File: src/hw/cacr_pkg.sv
// Constants and address decoding shared by the counter array capture register block
// Contract
// - High byte read returns snapshot, not live
// - Snapshot loads only on low byte read
// - Watchdog enabled blocks counter high writes
// - Six low compare bytes, reset zero
// - Low address reaches compare or reload
// - Low byte write clears comparator enable
// - Six high compare bytes, reset zero
// - High address reaches compare or reload
// - High byte write sets comparator enable
// - Comparator matches only while enabled
`default_nettype none
package cacr_pkg;

  localparam int CACR_MODULES = 6;
  localparam logic [7:0] CACR_SFR_PAGE = 8'h00;

  // Register addresses
  localparam logic [7:0] CACR_COUNTER_HIGH_SNAPSHOT = 8'hfa;
  localparam logic [7:0] CACR_MODULE0_COMPARE_LOW = 8'hfb;
  localparam logic [7:0] CACR_MODULE0_COMPARE_HIGH = 8'hfc;
  localparam logic [7:0] CACR_MODULE1_COMPARE_LOW = 8'he9;
  localparam logic [7:0] CACR_MODULE1_COMPARE_HIGH = 8'hea;
  localparam logic [7:0] CACR_MODULE2_COMPARE_LOW = 8'heb;
  localparam logic [7:0] CACR_MODULE2_COMPARE_HIGH = 8'hec;
  localparam logic [7:0] CACR_MODULE3_COMPARE_LOW = 8'hed;
  localparam logic [7:0] CACR_MODULE3_COMPARE_HIGH = 8'hee;
  localparam logic [7:0] CACR_MODULE4_COMPARE_LOW = 8'hfd;
  localparam logic [7:0] CACR_MODULE4_COMPARE_HIGH = 8'hfe;
  localparam logic [7:0] CACR_MODULE5_COMPARE_LOW = 8'hce;
  localparam logic [7:0] CACR_MODULE5_COMPARE_HIGH = 8'hcf;

  // Reset values
  localparam logic [7:0] CACR_BYTE_RESET = 8'h00;
  localparam logic CACR_ENABLE_RESET = 1'b0;
  localparam logic [7:0] CACR_UNMAPPED_READ = 8'h00;

  typedef struct packed {
    logic hit;
    logic high;
    logic [2:0] index;
  } cacr_slot_sel_t;

  // Maps an address to a module byte slot
  function automatic cacr_slot_sel_t cacr_decode(input logic [7:0] addr);
    cacr_slot_sel_t sel;
    sel = '{hit: 1'b1, high: 1'b0, index: 3'h0};
    case (addr)
      CACR_MODULE0_COMPARE_LOW: sel = '{1'b1, 1'b0, 3'h0};
      CACR_MODULE0_COMPARE_HIGH: sel = '{1'b1, 1'b1, 3'h0};
      CACR_MODULE1_COMPARE_LOW: sel = '{1'b1, 1'b0, 3'h1};
      CACR_MODULE1_COMPARE_HIGH: sel = '{1'b1, 1'b1, 3'h1};
      CACR_MODULE2_COMPARE_LOW: sel = '{1'b1, 1'b0, 3'h2};
      CACR_MODULE2_COMPARE_HIGH: sel = '{1'b1, 1'b1, 3'h2};
      CACR_MODULE3_COMPARE_LOW: sel = '{1'b1, 1'b0, 3'h3};
      CACR_MODULE3_COMPARE_HIGH: sel = '{1'b1, 1'b1, 3'h3};
      CACR_MODULE4_COMPARE_LOW: sel = '{1'b1, 1'b0, 3'h4};
      CACR_MODULE4_COMPARE_HIGH: sel = '{1'b1, 1'b1, 3'h4};
      CACR_MODULE5_COMPARE_LOW: sel = '{1'b1, 1'b0, 3'h5};
      CACR_MODULE5_COMPARE_HIGH: sel = '{1'b1, 1'b1, 3'h5};
      default: sel = '{1'b0, 1'b0, 3'h0};
    endcase
    return sel;
  endfunction

endpackage
`default_nettype wire

File: src/hw/cacr_top.sv
// Counter high snapshot and the capture/compare byte registers of six modules on the SFR port
`timescale 1ns/1ps
`default_nettype none
module cacr_top
  import cacr_pkg::*;
(
  // Clock and reset
  input wire logic ref_clk,
  input wire logic rst_n,
  // SFR port
  input wire logic [7:0] sfr_addr,
  input wire logic [7:0] sfr_page,
  input wire logic sfr_wr,
  input wire logic sfr_rd,
  input wire logic [7:0] sfr_wdata,
  output logic [7:0] sfr_rdata,
  output logic sfr_rd_valid,
  // Counter side
  input wire logic [15:0] counter_value,
  input wire logic counter_low_rd,
  input wire logic watchdog_enable_bit,
  output logic counter_high_wr,
  output logic [7:0] counter_high_wdata,
  // Configuration from the mode and PWM registers
  input wire logic reload_select_bit,
  input wire logic [CACR_MODULES-1:0] mode_enable_load,
  input wire logic [CACR_MODULES-1:0] mode_enable_value,
  // Module state
  output logic [CACR_MODULES-1:0] comparator_enable_bit,
  output logic [CACR_MODULES-1:0][15:0] compare_value,
  output logic [CACR_MODULES-1:0][15:0] reload_value,
  output logic [CACR_MODULES-1:0] match
);

  import cacr_pkg::*;

  logic page_ok;
  cacr_slot_sel_t wr_sel;
  cacr_slot_sel_t rd_sel;
  logic [CACR_MODULES-1:0] wr_low_vec;
  logic [CACR_MODULES-1:0] wr_high_vec;
  logic [7:0] snapshot_reg;
  logic [7:0] rdata_reg;
  logic [7:0] rdata_next;
  logic rd_valid_reg;
  logic high_wr_reg;
  logic [7:0] high_wdata_reg;

  assign page_ok = (sfr_page == CACR_SFR_PAGE);
  assign wr_sel = cacr_decode(sfr_addr);
  assign rd_sel = cacr_decode(sfr_addr);

  // Byte write strobes per module
  genvar gi;
  generate
    for (gi = 0; gi < CACR_MODULES; gi++) begin : g_mod
      assign wr_low_vec[gi] = sfr_wr && page_ok && wr_sel.hit && !wr_sel.high && (wr_sel.index == 3'(gi));
      assign wr_high_vec[gi] = sfr_wr && page_ok && wr_sel.hit && wr_sel.high && (wr_sel.index == 3'(gi));

      cacr_slot cacr_slot_inst (
        .ref_clk(ref_clk),
        .rst_n(rst_n),
        .wr_low(wr_low_vec[gi]),
        .wr_high(wr_high_vec[gi]),
        .reload_select_bit(reload_select_bit),
        .wdata(sfr_wdata),
        .enable_load(mode_enable_load[gi]),
        .enable_value(mode_enable_value[gi]),
        .compare_value(compare_value[gi]),
        .reload_value(reload_value[gi]),
        .comparator_enable_bit(comparator_enable_bit[gi])
      );

      cacr_match cacr_match_inst (
        .ref_clk(ref_clk),
        .rst_n(rst_n),
        .counter_value(counter_value),
        .compare_value(compare_value[gi]),
        .comparator_enable_bit(comparator_enable_bit[gi]),
        .match(match[gi])
      );
    end
  endgenerate

  // snapshot load on low byte read
  always_ff @(posedge ref_clk or negedge rst_n) begin
    if (!rst_n) begin
      snapshot_reg <= CACR_BYTE_RESET;
    end else if (counter_low_rd) begin
      snapshot_reg <= counter_value[15:8];
    end
  end

  // high byte write blocked by watchdog
  always_ff @(posedge ref_clk or negedge rst_n) begin
    if (!rst_n) begin
      high_wr_reg <= 1'b0;
      high_wdata_reg <= CACR_BYTE_RESET;
    end else begin
      high_wr_reg <= sfr_wr && page_ok && (sfr_addr == CACR_COUNTER_HIGH_SNAPSHOT) && !watchdog_enable_bit;
      if (sfr_wr && page_ok && (sfr_addr == CACR_COUNTER_HIGH_SNAPSHOT) && !watchdog_enable_bit) begin
        high_wdata_reg <= sfr_wdata;
      end
    end
  end

  always_comb begin
    rdata_next = CACR_UNMAPPED_READ;
    if (page_ok) begin
      if (sfr_addr == CACR_COUNTER_HIGH_SNAPSHOT) begin
        rdata_next = snapshot_reg;
      end else if (rd_sel.hit) begin
        case ({reload_select_bit, rd_sel.high})
          2'b00: rdata_next = compare_value[rd_sel.index][7:0];
          2'b01: rdata_next = compare_value[rd_sel.index][15:8];
          2'b10: rdata_next = reload_value[rd_sel.index][7:0];
          2'b11: rdata_next = reload_value[rd_sel.index][15:8];
          default: rdata_next = CACR_UNMAPPED_READ;
        endcase
      end
    end
  end

  // Registered read answer
  always_ff @(posedge ref_clk or negedge rst_n) begin
    if (!rst_n) begin
      rdata_reg <= CACR_BYTE_RESET;
      rd_valid_reg <= 1'b0;
    end else begin
      rd_valid_reg <= sfr_rd;
      if (sfr_rd) begin
        rdata_reg <= rdata_next;
      end
    end
  end

  assign sfr_rdata = rdata_reg;
  assign sfr_rd_valid = rd_valid_reg;
  assign counter_high_wr = high_wr_reg;
  assign counter_high_wdata = high_wdata_reg;

endmodule // cacr_top
`default_nettype wire

File: src/hw/cacr_slot.sv
// One module's compare and auto-reload bytes with its comparator enable
`timescale 1ns/1ps
`default_nettype none
module cacr_slot
  import cacr_pkg::*;
(
  // Clock and reset
  input wire logic ref_clk,
  input wire logic rst_n,
  // Byte writes
  input wire logic wr_low,
  input wire logic wr_high,
  input wire logic reload_select_bit,
  input wire logic [7:0] wdata,
  // Enable load from the mode register
  input wire logic enable_load,
  input wire logic enable_value,
  // Stored state
  output logic [15:0] compare_value,
  output logic [15:0] reload_value,
  output logic comparator_enable_bit
);

  logic [7:0] compare_low_reg;
  logic [7:0] compare_high_reg;
  logic [7:0] reload_low_reg;
  logic [7:0] reload_high_reg;
  logic enable_reg;

  always_ff @(posedge ref_clk or negedge rst_n) begin
    if (!rst_n) begin
      compare_low_reg <= CACR_BYTE_RESET;
      reload_low_reg <= CACR_BYTE_RESET;
    end else if (wr_low) begin
      if (reload_select_bit) begin
        reload_low_reg <= wdata;
      end else begin
        compare_low_reg <= wdata;
      end
    end
  end

  always_ff @(posedge ref_clk or negedge rst_n) begin
    if (!rst_n) begin
      compare_high_reg <= CACR_BYTE_RESET;
      reload_high_reg <= CACR_BYTE_RESET;
    end else if (wr_high) begin
      if (reload_select_bit) begin
        reload_high_reg <= wdata;
      end else begin
        compare_high_reg <= wdata;
      end
    end
  end

  // enable side effects win over mode load
  always_ff @(posedge ref_clk or negedge rst_n) begin
    if (!rst_n) begin
      enable_reg <= CACR_ENABLE_RESET;
    end else if (wr_high) begin
      enable_reg <= 1'b1;
    end else if (wr_low) begin
      enable_reg <= 1'b0;
    end else if (enable_load) begin
      enable_reg <= enable_value;
    end
  end

  assign compare_value = {compare_high_reg, compare_low_reg};
  assign reload_value = {reload_high_reg, reload_low_reg};
  assign comparator_enable_bit = enable_reg;

endmodule // cacr_slot
`default_nettype wire

File: src/hw/cacr_match.sv
// Registered comparator of the live counter against one compare value
`timescale 1ns/1ps
`default_nettype none
module cacr_match (
  // Clock and reset
  input wire logic ref_clk,
  input wire logic rst_n,
  // Compare inputs
  input wire logic [15:0] counter_value,
  input wire logic [15:0] compare_value,
  input wire logic comparator_enable_bit,
  // Match pulse
  output logic match
);

  logic match_reg;

  always_ff @(posedge ref_clk or negedge rst_n) begin
    if (!rst_n) begin
      match_reg <= 1'b0;
    end else begin
      match_reg <= comparator_enable_bit && (counter_value == compare_value);
    end
  end

  assign match = match_reg;

endmodule // cacr_match
`default_nettype wire

File: config.mk
export PLATFORM = sky130hd
export DESIGN_NAME = cacr_top
export DESIGN_NICKNAME = d
export VERILOG_FILES = /design/src/hw/cacr_pkg.sv /design/src/hw/cacr_top.sv /design/src/hw/cacr_slot.sv /design/src/hw/cacr_match.sv
export SDC_FILE = /design/constraint.sdc
export NUM_CORES = 1
export LEC_CHECK = 0
export ABC_AREA = 1
export BUFFER_PORTS_ARGS = -buffer_cell sky130_fd_sc_hd__buf_2
export CELL_PAD_IN_SITES_DETAIL_PLACEMENT = 0
export CELL_PAD_IN_SITES_GLOBAL_PLACEMENT = 2
export CORE_UTILIZATION = 30
export CTS_CLUSTER_SIZE = 16
export DETAILED_ROUTE_END_ITERATION = 12
export PLACE_DENSITY_LB_ADDON = 0.1
export SLEW_MARGIN = 25
export SYNTH_ARGS = -nofsm -noshare
export SYNTH_HDL_FRONTEND = slang
export SYNTH_SLANG_ARGS = --single-unit
File: constraint.sdc
create_clock -name ref_clk -period 1.79 [get_ports ref_clk]
set_input_delay 0.0895 -clock ref_clk [delete_from_list [all_inputs] [get_ports ref_clk]]
set_output_delay 0.0895 -clock ref_clk [all_outputs]
set_load 0.005 [all_outputs]
### Word-level counts from Yosys, hierarchy flattened

Cells that the tools add are included.
Widths: inputs -> output; s select.

| word-level totals | value |
|---|---|
| output and inout bits | 222 |
| latch bits | 0 |
| input port bits | 59 |
| RAM bits | 0 |
| ROM bits | 0 |
| memories kept | 0 |
| register bits | 230 |

| operators by class | value |
|---|---|
| reduce and logical (&&, ||, !) cells | 59 |
| multiplexer cells | 27 |
| multipliers | 0 |
| add/sub/neg operators | 0 |
| equality and inequality tests | 27 |
| divide/modulo/power cells | 0 |
| order comparisons | 1 |
| bitwise operators | 1 |
| shift operators | 0 |

Operator list:

| kind | number |
|---|---|
| $eq 8x8->1 const B | 13 |
| $bmux 16 s3 | 2 |
| $eq 16x16->1 | 6 |
| $pmux 5 s12 | 1 |
| $reduce_and 2->1 | 24 |
| $mux 16 | 2 |
| $pmux 8 s4 | 1 |
| $logic_and 1x1->1 | 24 |
| $mux 8 | 3 |
| $mux 1 | 18 |
| $reduce_bool 3->1 | 6 |
| $logic_not 8->1 | 1 |
| $eq 3x2->1 const B | 2 |
| $eq 3x3->1 const B | 2 |
| $eq 2x2->1 const B | 2 |
| $lt 3x4->1 const B | 1 |
| $eq 3x1->1 const B | 1 |
| $logic_not 3->1 | 1 |
| $eq 2x1->1 const B | 1 |
| $logic_not 1->1 | 2 |
| $logic_not 2->1 | 1 |
| $not 1->1 | 1 |

### Longest topological paths before layout

Gate-level depths: netlist of the first run.

| depth | value |
|---|---|
| depth after elaboration | 8 |
| mapped depth | 17 |
| mapped depth without buffers | 17 |

### Hierarchy

A second synthesis of the first run with hierarchy kept.

| second synthesis, totals | value |
|---|---|
| cells, all modules | 1867 |
| area, all modules | 13873.3 sq um |

By module, submodules not included:

| module | area each (sq um) | cells an instance | times used | sequential area each (sq um) |
|---|---|---|---|---|
| cacr_slot | 1350.0 | 123 | 6 | 825.8 |
| cacr_top | 3873.7 | 709 | 1 | 650.6 |
| cacr_match | 316.6 | 70 | 6 | 25.0 |

### Worst setup path after synthesis of the first run

Ideal clock, no wire load.

| timing | value |
|---|---|
| path kind | input-to-reg |
| start | in sfr_page[0] |
| end | reg g_mod[1].cacr_slot_inst.compare_high_reg[7] |
| setup slack | -0.043 ns |
| data arrival time | 1.706 ns |
| buffers on the path | 2 |
| library setup time | 0.127 ns |
| required time | 1.663 ns |
| stages | 10 |
| cells stage by stage | or4_1 -> nor2_1 -> nand2_1 -> nor2_4 -> nand2_2 -> or2_1 -> buf_4 -> nor2_8 -> buf_6 -> o21ai_0 |

| between the ends | value |
|---|---|
| word-level cells in the longest chain between the ends | 6 |

Ends and longest elaborated chain:

| item | line | text |
|---|---|---|
| start: declaration | cacr_top.sv:12 | `input wire logic [7:0] sfr_page,` |
| $logic_not 8->1 | cacr_top.sv:49 | `assign page_ok = (sfr_page == CACR_SFR_PAGE);` |
| $logic_and 1x1->1 (4 in a row) | cacr_top.sv:58 | `assign wr_high_vec[gi] = sfr_wr && page_ok && wr_sel.hit && wr_sel.high && (wr_sel.index == 3'(gi));` |
| $reduce_and 2->1 (no line) | n/a |  |
| end signal: assignment | cacr_slot.sv:51 | `compare_high_reg <= wdata;` |
| end: declaration | cacr_slot.sv:25 | `logic [7:0] compare_high_reg;` |

Every way passes these cells.
A chain may end at the register's enable or synchronous reset.

### Worst setup path after layout of the first run

| timing | value |
|---|---|
| start | reg g_mod[4].cacr_slot_inst.compare_low_reg[4] |
| end | reg g_mod[4].cacr_match_inst.match_reg |

| between the ends | value |
|---|---|
| word-level cells in the longest chain between the ends | 2 |

Ends and longest elaborated chain:

| item | line | text |
|---|---|---|
| start: declaration | cacr_slot.sv:24 | `logic [7:0] compare_low_reg;` |
| start signal: assignment | cacr_slot.sv:38 | `compare_low_reg <= wdata;` |
| $eq 16x16->1 | cacr_match.sv:22 | `match_reg <= comparator_enable_bit && (counter_value == compare_value);` |
| $logic_and 1x1->1 | cacr_match.sv:22 |  |
| end signal: assignment | cacr_match.sv:22 |  |
| end: declaration | cacr_match.sv:16 | `logic match_reg;` |

Every way passes these cells.

==> results of run 1 <==
-- kinds of logic after synthesis --
family	count (synthesis)	share of synthesized area, %
simple gates	789	27.83
compound gates	305	13.85
buf+inv	249	8.362
flops	230	47.60
xor+xnor	28	2.028
mux	4	0.3312
-- routing by layer --
layer  wire length (microns)  vias up  track usage (%)  share of wire (%)
li1                        -     6044                -                  -
met5                       0        -                0                  0
met3                    3286       73            3.756                5.6
met2                   27650      389            46.81                 47
met1                   26680     6130            39.93                 45
met4                    1278        0            6.901                2.2
-- power by group --
part           internal [uW]  switching, uW  total, uW
sequential              5230           32.7       5260
combinational            346            676       1020
clock                   3470           2350       5820
-- worst max-delay path by stage --
stage	end	slack (ns)	cells after the start
detailed placement	g_mod[5].cacr_slot_inst.reload_low_reg[3]	-0.57	15
CTS	g_mod[5].cacr_slot_inst.reload_low_reg[3]	0.02	15
finish	g_mod[4].cacr_match_inst.match	0.10	5
global route	g_mod[0].cacr_slot_inst.reload_high_reg[6]	-0.05	17
global placement	g_mod[0].cacr_slot_inst.reload_high_reg[6]	-0.51	16
floorplan	g_mod[1].cacr_slot_inst.compare_high_reg[7]	-0.03	10
-- worst min-delay path, stage by stage --
cell,delay (ns)
buf_2,0.21
a2111oi_2,0.11
buf_4,0.13
-- what timing repair did --
| action | CTS | global route |
|---|---|---|
| hold buffers | 26 | 0 |
| setup endpoints to repair | 4 | 149 |
| endpoints found under the hold margin | 269 | 0 |
| pin swaps | 0 | 4 |
| cloned | 0 | 2 |
| resized for setup | 5 | 23 |
| setup buffers | 0 | 5 |
-- layout make-up --
class | count | area (sq um) | share of cell area, %
flip-flops and latches | 230 | 5756 | 34.59
multi-input cells | 1128 | 5446 | 32.74
repair buffers | 488 | 3279 | 19.71
clock buffers | 39 | 823.3 | 4.948
well taps | 525 | 656.9 | 3.948
inverters | 149 | 563.0 | 3.384
clock inverters | 11 | 112.6 | 0.6768
-- layout by cell type, fill, tap and decap left out, types with 7 or more instances in the layout --
| cell type | count |
|---|---|
| nand2_2 | 11 |
| buf_4 | 162 |
| inv_1 | 139 |
| dfrtp_1 | 230 |
| o21bai_1 | 7 |
| nor4_1 | 8 |
| or2_2 | 10 |
| o21ai_0 | 184 |
| a21oi_1 | 22 |
| nand3b_1 | 23 |
| clkbuf_16 | 29 |
| o22ai_1 | 29 |
| dlygate4sd3_1 | 26 |
| buf_12 | 19 |
| nand2_1 | 516 |
| inv_2 | 7 |
| xor2_1 | 22 |
| buf_2 | 279 |
| nor2_1 | 83 |
| a221oi_1 | 17 |
| nand3_1 | 108 |
| nor2_4 | 8 |
| o21ai_1 | 37 |
-- per-stage QoR --
stage,instances,setup TNS [ns]
floorplan,1605,-0.4190
global placement,2487,-84.41
detailed placement,2487,-86.28
CTS,2563,0
global route,2570,-0.3815
finish,2570,0
==> impl_metrics.toml, run 1 <==
[sta]
fin_skew_ns = 0.01950
layout_setup_ws_ns = 0.1004
setup_violations = 0
min_period_ns = 1.690
max_freq_mhz = 591.9
hold_viol_final = 0
min_period_over_period_pct = 94.39
slew_headroom_pct = 63.35
tightest_slew_ns = 0.5477
holdWs_ns = 0.01325
slew_viol_final = 0
grt_setup_unrepaired = "true"

[routing]
drc_errors = 0
firstDrtPassIters = 5
antenna_left = 0
wl_per_cell_microns = 22.92
drtIter0Drc = 970
vias = 12636
drt_wl_total_microns = 58890
vias_per_cell = 4.917

[setup_path]
cp_num_buf_inv = 1
max_stage_delay_ns = 0.38
r2r_slack_ns = 0.10
timing.critical_path.arrival_ns = 2.20
cp_top_family = "compound AO/OA/AOI/OAI gates"
crit_path_start = "g_mod[4].cacr_slot_inst.compare_low_reg[4]"
path_cells = "or2_2, a221oi_1, nand3_1, a2111oi_2, buf_4"
critPathSlowestCell = "dfrtp_1"
timing.rr.end = "g_mod[4].cacr_match_inst.match"
crit_required_ns = 2.30
reg2reg_depth = 5
crit_fanout = 2
path_class = "reg2reg"
critPathLaunchType = "flop"
end_kind = "flop"
worstReg2RegStart = "g_mod[4].cacr_slot_inst.compare_low_reg[4]"

[logic_synthesis]
synth.avg_cell_area_sq_um = 7.533
synthArstFlopShare_pct = 100.0
synth_most_common_cell = "nand2_1"
synthTopCellsByCount = "nand2_1 (521), dfrtp_1 (230), o21ai_0 (186), inv_1 (141), nand3_1 (108)"
synth_cell_types = 38
syn-num-nets = 1664
ys_top_cells_by_area = "dfrtp_1 (48%), nand2_1 (16%), o21ai_0 (7.7%)"
yosys_warnings = 0
synth-edff-count = 0
synth_top_area_cell = "dfrtp_1"
synth-main-ff-cell = "dfrtp_1"
seq_area_frac_synth_pct = 47.60
synth_top_cell_area_share_pct = 47.60
syn_area_sq_um = 12090
synth_cells = 1605
synth-seq-cells = 230

[floorplanning]
coreArea_sq_um = 39730
fp.dieArea_sq_um = 41110
rows = 73
ioPinCount = 281
start_util_pct = 30.43
die_w_microns = 202.8
fp.dieH_microns = 202.8

[clock_tree]
cts_tree = "yes"
clock_sinks = 230
clk_pin_slew_worst_paths_ns = 0.06
cts_made_buffers = 28
clock_latency_ns = 0.57
cts_root_buf = "clkbuf_16"
htree_num_levels = 1
clockBufferDepth = 3

[place]
gp_congestion = 0.9396
io_buffer_count = 280
dp_slack_ns = -0.5658
dp_hpwl_microns = 45170
place_area_sq_um = 15290

[worst_hold_path]
holdPathStages = 3
holdCritStartpoint = "counter_value[2]"
hp-class = "in2reg"
hold-path-endpoint = "g_mod[0].cacr_match_inst.match"

[run]
maxCapViolations = 0

[cells_and_area]
antenna_cells = 0
fin_nets = 2084
final.fill_count = 4243
syn_to_final_growth_pct = 37.61
finalCoreUtilization_pct = 41.87
final_cell_area_sq_um = 16640
drive_gt1_share_pct = 27.68

[global_route]
grt_pass1_vias = 12291
grt_start_max_net_pins = 49
grt_pass1_wl_microns = 85640
antenna_found_initial = 0
grt_use_total_pct = 28.61
globalRoute.totalOverflow = 0

[power_and_ir_drop]
p_total_uw = 12110
leakagePower_uw = 0.008695
peakVddDrop_mv = 0.6863
pwr_density_cell_nw_per_um2 = 727.6

[run_status]
outcome = "complete, no violations"
Note: power is estimated with default switching activity, not from simulation.
==> inputs of run 2 (changes only) <==
Settings changed: BUFFER_PORTS_ARGS -buffer_cell sky130_fd_sc_hd__buf_2 to -buffer_cell sky130_fd_sc_hd__clkbuf_2, CORE_UTILIZATION 30 to 31, CTS_BUF_LIST from default to sky130_fd_sc_hd__clkbuf_8.
==> impl_metrics.toml, run 2 (same netlist as run 1, synthesis figures left out) <==
[run_status]
outcome = "complete, no violations"

[cells_and_area]
final_cell_mix = "nand2_1 (521), clkbuf_2 (279), dfrtp_1 (228), o21ai_0 (185), inv_1 (156)"
drive_gt1_share_pct = 27.54
syn_to_final_growth_pct = 37.62
antenna_cells = 0
layout_commonest_cell = "nand2_1"
multi_input_area_sq_um = 5420
fin_nets = 2096
final.fill_count = 4040
stdcell_count = 2581
regArea_sq_um = 5758

[floorplanning]
fp.dieArea_sq_um = 39790
die_w_microns = 199.5
fp.dieH_microns = 199.5
ioPinCount = 281
start_util_pct = 31.80
rows = 71
coreArea_sq_um = 38020

[routing]
vias_per_cell = 4.920
firstDrtPassIters = 5
drt_wl_total_microns = 57920
drc_errors = 0
wl_per_cell_microns = 22.44
vias = 12698
antenna_left = 0
drtIter0Drc = 860

[power_and_ir_drop]
p_total_uw = 11760
combPwrFrac_pct = 8.9
intPower_uw = 8550
peakVddDrop_mv = 0.3792
p_clk_share_pct = 46.4
p_sw_share_pct = 27.32
pwr_density_cell_nw_per_um2 = 707.0
sequentialPowerShare_pct = 44.8
leakagePower_uw = 0.008620
p_switching_uw = 3214

[setup_path]
max_stage_delay_ns = 0.57
crit_path_start = "sfr_page[1]"
path_cells = "clkbuf_2, or4_4, dlygate4sd3_1, nor3_1, dlygate4sd3_1, buf_4, nand2_1, nand2_1"
end_kind = "flop"
path_class = "in2reg"
timing.rr.end = "g_mod[4].cacr_match_inst.match"
timing.critical_path.arrival_ns = 2.28
crit_required_ns = 2.34
worstReg2RegStart = "g_mod[4].cacr_slot_inst.compare_low_reg[4]"
cp_num_buf_inv = 4
r2r_slack_ns = 0.11
crit_fanout = 8
critPathSlowestCell = "dlygate4sd3_1"
cp_top_family = "buffers and inverters"
cp_num_cells = 8
critPathLaunchType = "input port"
reg2reg_depth = 5

[clock_tree]
clk_pin_slew_worst_paths_ns = 0.06
cts_root_buf = "clkbuf_8"
cts_tree = "yes"
post_cts_buffers = 0
clock_sinks = 230
clock_latency_ns = 0.63
htree_num_levels = 2
cts_made_buffers = 44
clockBufferDepth = 3

[global_route]
grt_use_total_pct = 29.38
antenna_found_initial = 0
grt_start_max_net_pins = 54
grt_pass1_vias = 12125
globalRoute.totalOverflow = 0
grt_pass1_wl_microns = 82970

[worst_hold_path]
hp-class = "in2reg"
hold-path-endpoint = "g_mod[1].cacr_slot_inst.comparator_enable_bit"
holdPathStages = 4
holdCritStartpoint = "mode_enable_value[1]"

[sta]
tightest_slew_ns = 0.5277
max_freq_mhz = 579.4
slew_viol_final = 0
fin_skew_ns = 0.01637
slew_headroom_pct = 64.69
setup_violations = 0
min_period_ns = 1.726
grt_setup_unrepaired = "true"
holdWs_ns = 0.05164
hold_viol_final = 0
min_period_over_period_pct = 96.41

[place]
dp_cells = 2469
gp_congestion = 0.9395
io_buffer_count = 280
dp_hpwl_microns = 43540

[run]
maxCapViolations = 0
-- run 2: cell types whose count changed in the layout (fill, tap and decap cells not counted), sizes merged --
cell | previous run | this run
buf | 462 | 175
bufinv | 2 | 1
clkbuf | 39 | 335
clkinv | 8 | 6
clkinvlp | 4 | 1
dlygate4sd3 | 26 | 32
inv | 146 | 164
nor2 | 97 | 95
-- run 2: metal layers --
layer	routed length, microns	track usage (%)
met1	26330	40.67
met2	26350	46.03
met3	3547	5.063
met4	1697	10.12
met5	0	0
-- run 2: layout make-up --
class	count	share of cell area (%)
Clock buffer	56	4.632
Clock inverter	23	0.8046
Inverter	149	3.376
Multi-Input combinational cell	1126	32.58
Sequential cell	230	34.61
Tap cell	511	3.843
Timing Repair Buffer	486	20.16
-- run 2: power by group through the flow --
stage	Combinational, uW	Sequential (uW)	Clock, uW
2_1_floorplan	362	5340	0
3_3_place_gp	973	5360	0
3_5_place_dp	970	5360	0
4_1_cts	1040	5260	5580
5_1_grt	1120	5260	5810
6_report	1040	5270	5450
-- run 2: how the worst max path moves through the flow --
stage / endpoint / slack [ns]
after floorplan: g_mod[1].cacr_slot_inst.compare_high_reg[7] / -0.03
after global placement: g_mod[5].cacr_slot_inst.reload_low_reg[4] / -0.57
after detailed placement: g_mod[5].cacr_slot_inst.reload_low_reg[4] / -0.57
after CTS: g_mod[1].cacr_match_inst.match / 0.01
after global routing: g_mod[5].cacr_slot_inst.reload_low_reg[2] / -0.02
final: sfr_rdata[0] / 0.06
-- run 2: timing repair --
item | in CTS | in global routing
hold buffers | 32 | 1
endpoints found under the setup margin | 3 | 54
resized for setup | 3 | 21
cloned | 0 | 0
hold endpoints to repair | 276 | 1
pin swaps | 0 | 1
-- run 2: per-stage QoR --
| stage | utilization [%] | cell area (sq um) | setup TNS [ns] | worst slack, ns |
|---|---|---|---|---|
| final | 43.76 | 16640 | 0 | 0.06420 |
| after global routing | 43.76 | 16640 | -0.07910 | -0.02420 |
| after CTS | 43.54 | 16550 | 0 | 0.01044 |
| after detailed placement | 40.28 | 15310 | -84.80 | -0.5737 |
| after global placement | 40.28 | 15310 | -77.72 | -0.5651 |
| after floorplan | - | 12110 | -0.4190 | -0.03342 |
-- run 2: worst reg2reg max path, cell delays in order, from the launching register on --
cell,delay [ns]
dfrtp_1,0.37
or2_2,0.30
a221oi_2,0.29
nand3_1,0.12
a2111oi_1,0.36
buf_4,0.18
==> inputs of run 3 (changes only) <==
Settings changed: ABC_CLOCK_PERIOD_IN_PS from default to 1500, CORE_UTILIZATION 31 to 28.
Clock period 1.79 ns to 1.5 ns, I/O delays scaled along.
==> impl_metrics.toml, run 3 (same netlist as run 1, synthesis figures left out) <==
[clock_tree]
clk_pin_slew_worst_paths_ns = 0.06
htree_num_levels = 2
cts_tree = "yes"
clock_sinks = 230
cts_made_buffers = 45
clock_latency_ns = 0.65
clockBufferDepth = 3
cts_root_buf = "clkbuf_8"

[setup_path]
critPathLaunchType = "flop"
path_cells = "inv_1, nand2_1, a221oi_4, nand3_4, a2111oi_4, buf_4"
cp_num_buf_inv = 2
max_stage_delay_ns = 0.44
path_class = "reg2reg"
critPathSlowestCell = "dfrtp_1"
crit_required_ns = 2.08
crit_fanout = 4
cp_top_family = "compound AO/OA/AOI/OAI gates"
end_kind = "flop"
timing.critical_path.arrival_ns = 2.17

[floorplanning]
coreArea_sq_um = 42230
die_w_microns = 209.8
ioPinCount = 281
rows = 75
fp.dieArea_sq_um = 44010
start_util_pct = 28.63
fp.dieH_microns = 209.8

[cells_and_area]
finalCoreUtilization_pct = 44.95
final_cell_area_sq_um = 18980
layout_commonest_cell = "nand2_1"
antenna_cells = 0
drive_gt1_share_pct = 39.96
syn_to_final_growth_pct = 56.98
final_cell_mix = "nand2_1 (473), buf_4 (286), clkbuf_2 (273), dfrtp_1 (221), o21ai_0 (167)"
fin_nets = 2268

[place]
place_area_sq_um = 16440
io_buffer_count = 280
gp_congestion = 0.9085
dp_hpwl_microns = 47270
dp_slack_ns = -0.7573

[power_and_ir_drop]
leakagePower_uw = 0.009815
pwr_density_cell_nw_per_um2 = 753.7
p_total_uw = 14300
peakVddDrop_mv = 0.5663

[sta]
layout_setup_ws_ns = -0.09172
grt_setup_unrepaired = "true"
min_period_over_period_pct = 106.1
slew_viol_final = 0
max_freq_mhz = 628.3
setup_violations = 5
slew_headroom_pct = 63.96
hold_viol_final = 0
min_period_ns = 1.592
fin_skew_ns = 0.05082
tightest_slew_ns = 0.5406

[run_status]
violations = "negative setup slack"
outcome = "finished, violations left"

[routing]
wl_met2_microns = 28790
vias = 13423
drtIter0Drc = 1060
vias_per_cell = 4.830
met1Wirelength_microns = 28640
antenna_left = 0
firstDrtPassIters = 5
drc_errors = 0
wl_per_cell_microns = 22.60
top_layer = "met5"
drt_wl_total_microns = 62800
dr_wl_met3_microns = 3582

[global_route]
antenna_found_initial = 2
grt_use_total_pct = 28.10
grt_start_max_net_pins = 63
grt_pass1_vias = 12832
globalRoute.totalOverflow = 0
grt_pass1_wl_microns = 88420

[worst_hold_path]
hp-class = "in2async"

[run]
maxCapViolations = 0
-- run 3: final cells by class --
| cell class | instances | area (sq um) |
|---|---|---|
| fillers | 4435 | 23250 |
| repair buffers | 653 | 4816 |
| clock inverters | 22 | 137.6 |
| multi-input cells | 1130 | 6243 |
| flip-flops and latches | 230 | 5767 |
| inverters | 149 | 570.5 |
| clock buffers | 56 | 770.7 |
| well taps | 539 | 674.4 |
-- run 3: final timing paths --
kind                                                              from                                           to  slack, ns  cells after the start
setup / recovery           g_mod[1].cacr_slot_inst.compare_high_reg[6]               g_mod[1].cacr_match_inst.match      -0.09                      6
hold / removal                                                   rst_n  g_mod[1].cacr_slot_inst.compare_high_reg[6]       0.05                      3
setup reg to reg           g_mod[1].cacr_slot_inst.compare_high_reg[6]               g_mod[1].cacr_match_inst.match      -0.09                      6
hold reg to reg                                  counter_high_wdata[4]                        counter_high_wdata[4]       0.48                      2
max in group asynchronous                                        rst_n  g_mod[1].cacr_slot_inst.compare_high_reg[5]       0.99                      3
min in group ref_clk                                  counter_value[7]               g_mod[3].cacr_match_inst.match       0.06                      6
-- run 3: power by group --
group | internal (uW) | switching, uW | total, uW
clock | 3540 | 3030 | 6570
sequential | 6250 | 31.8 | 6280
combinational | 532 | 926 | 1460
-- run 3: routing by layer --
layer  global-route usage (%)  up-vias
met5                        0        -
met4                    9.565        2
met3                    4.250       92
met2                    44.42      466
met1                    39.10     6432
li1                         -     6431
-- run 3: what timing repair did --
action                                 4_1_cts  5_1_grt
hold buffers                                39        0
setup buffers                                9       25
resized for setup                           97      148
setup endpoints to repair                   74      192
gates cloned                                 0        7
endpoints found under the hold margin      307        0
pin swaps                                   40       70
-- run 3: stage by stage --
step                      hold slack [ns]  setup TNS [ns]  instances
after floorplan                   -0.2206          -48.21       1605
after global placement           -0.04546         -129.52       2626
after detailed placement         -0.04704         -131.51       2626
after CTS                         0.01303         -0.5530       2749
after global routing              0.05724          -2.147       2779
final                             0.05335         -0.2804       2779
-- run 3: tightest hold or removal path, stage by stage --
cell,delay (ns)
dlygate4sd3_1,0.57
buf_8,0.19
buf_12,0.20
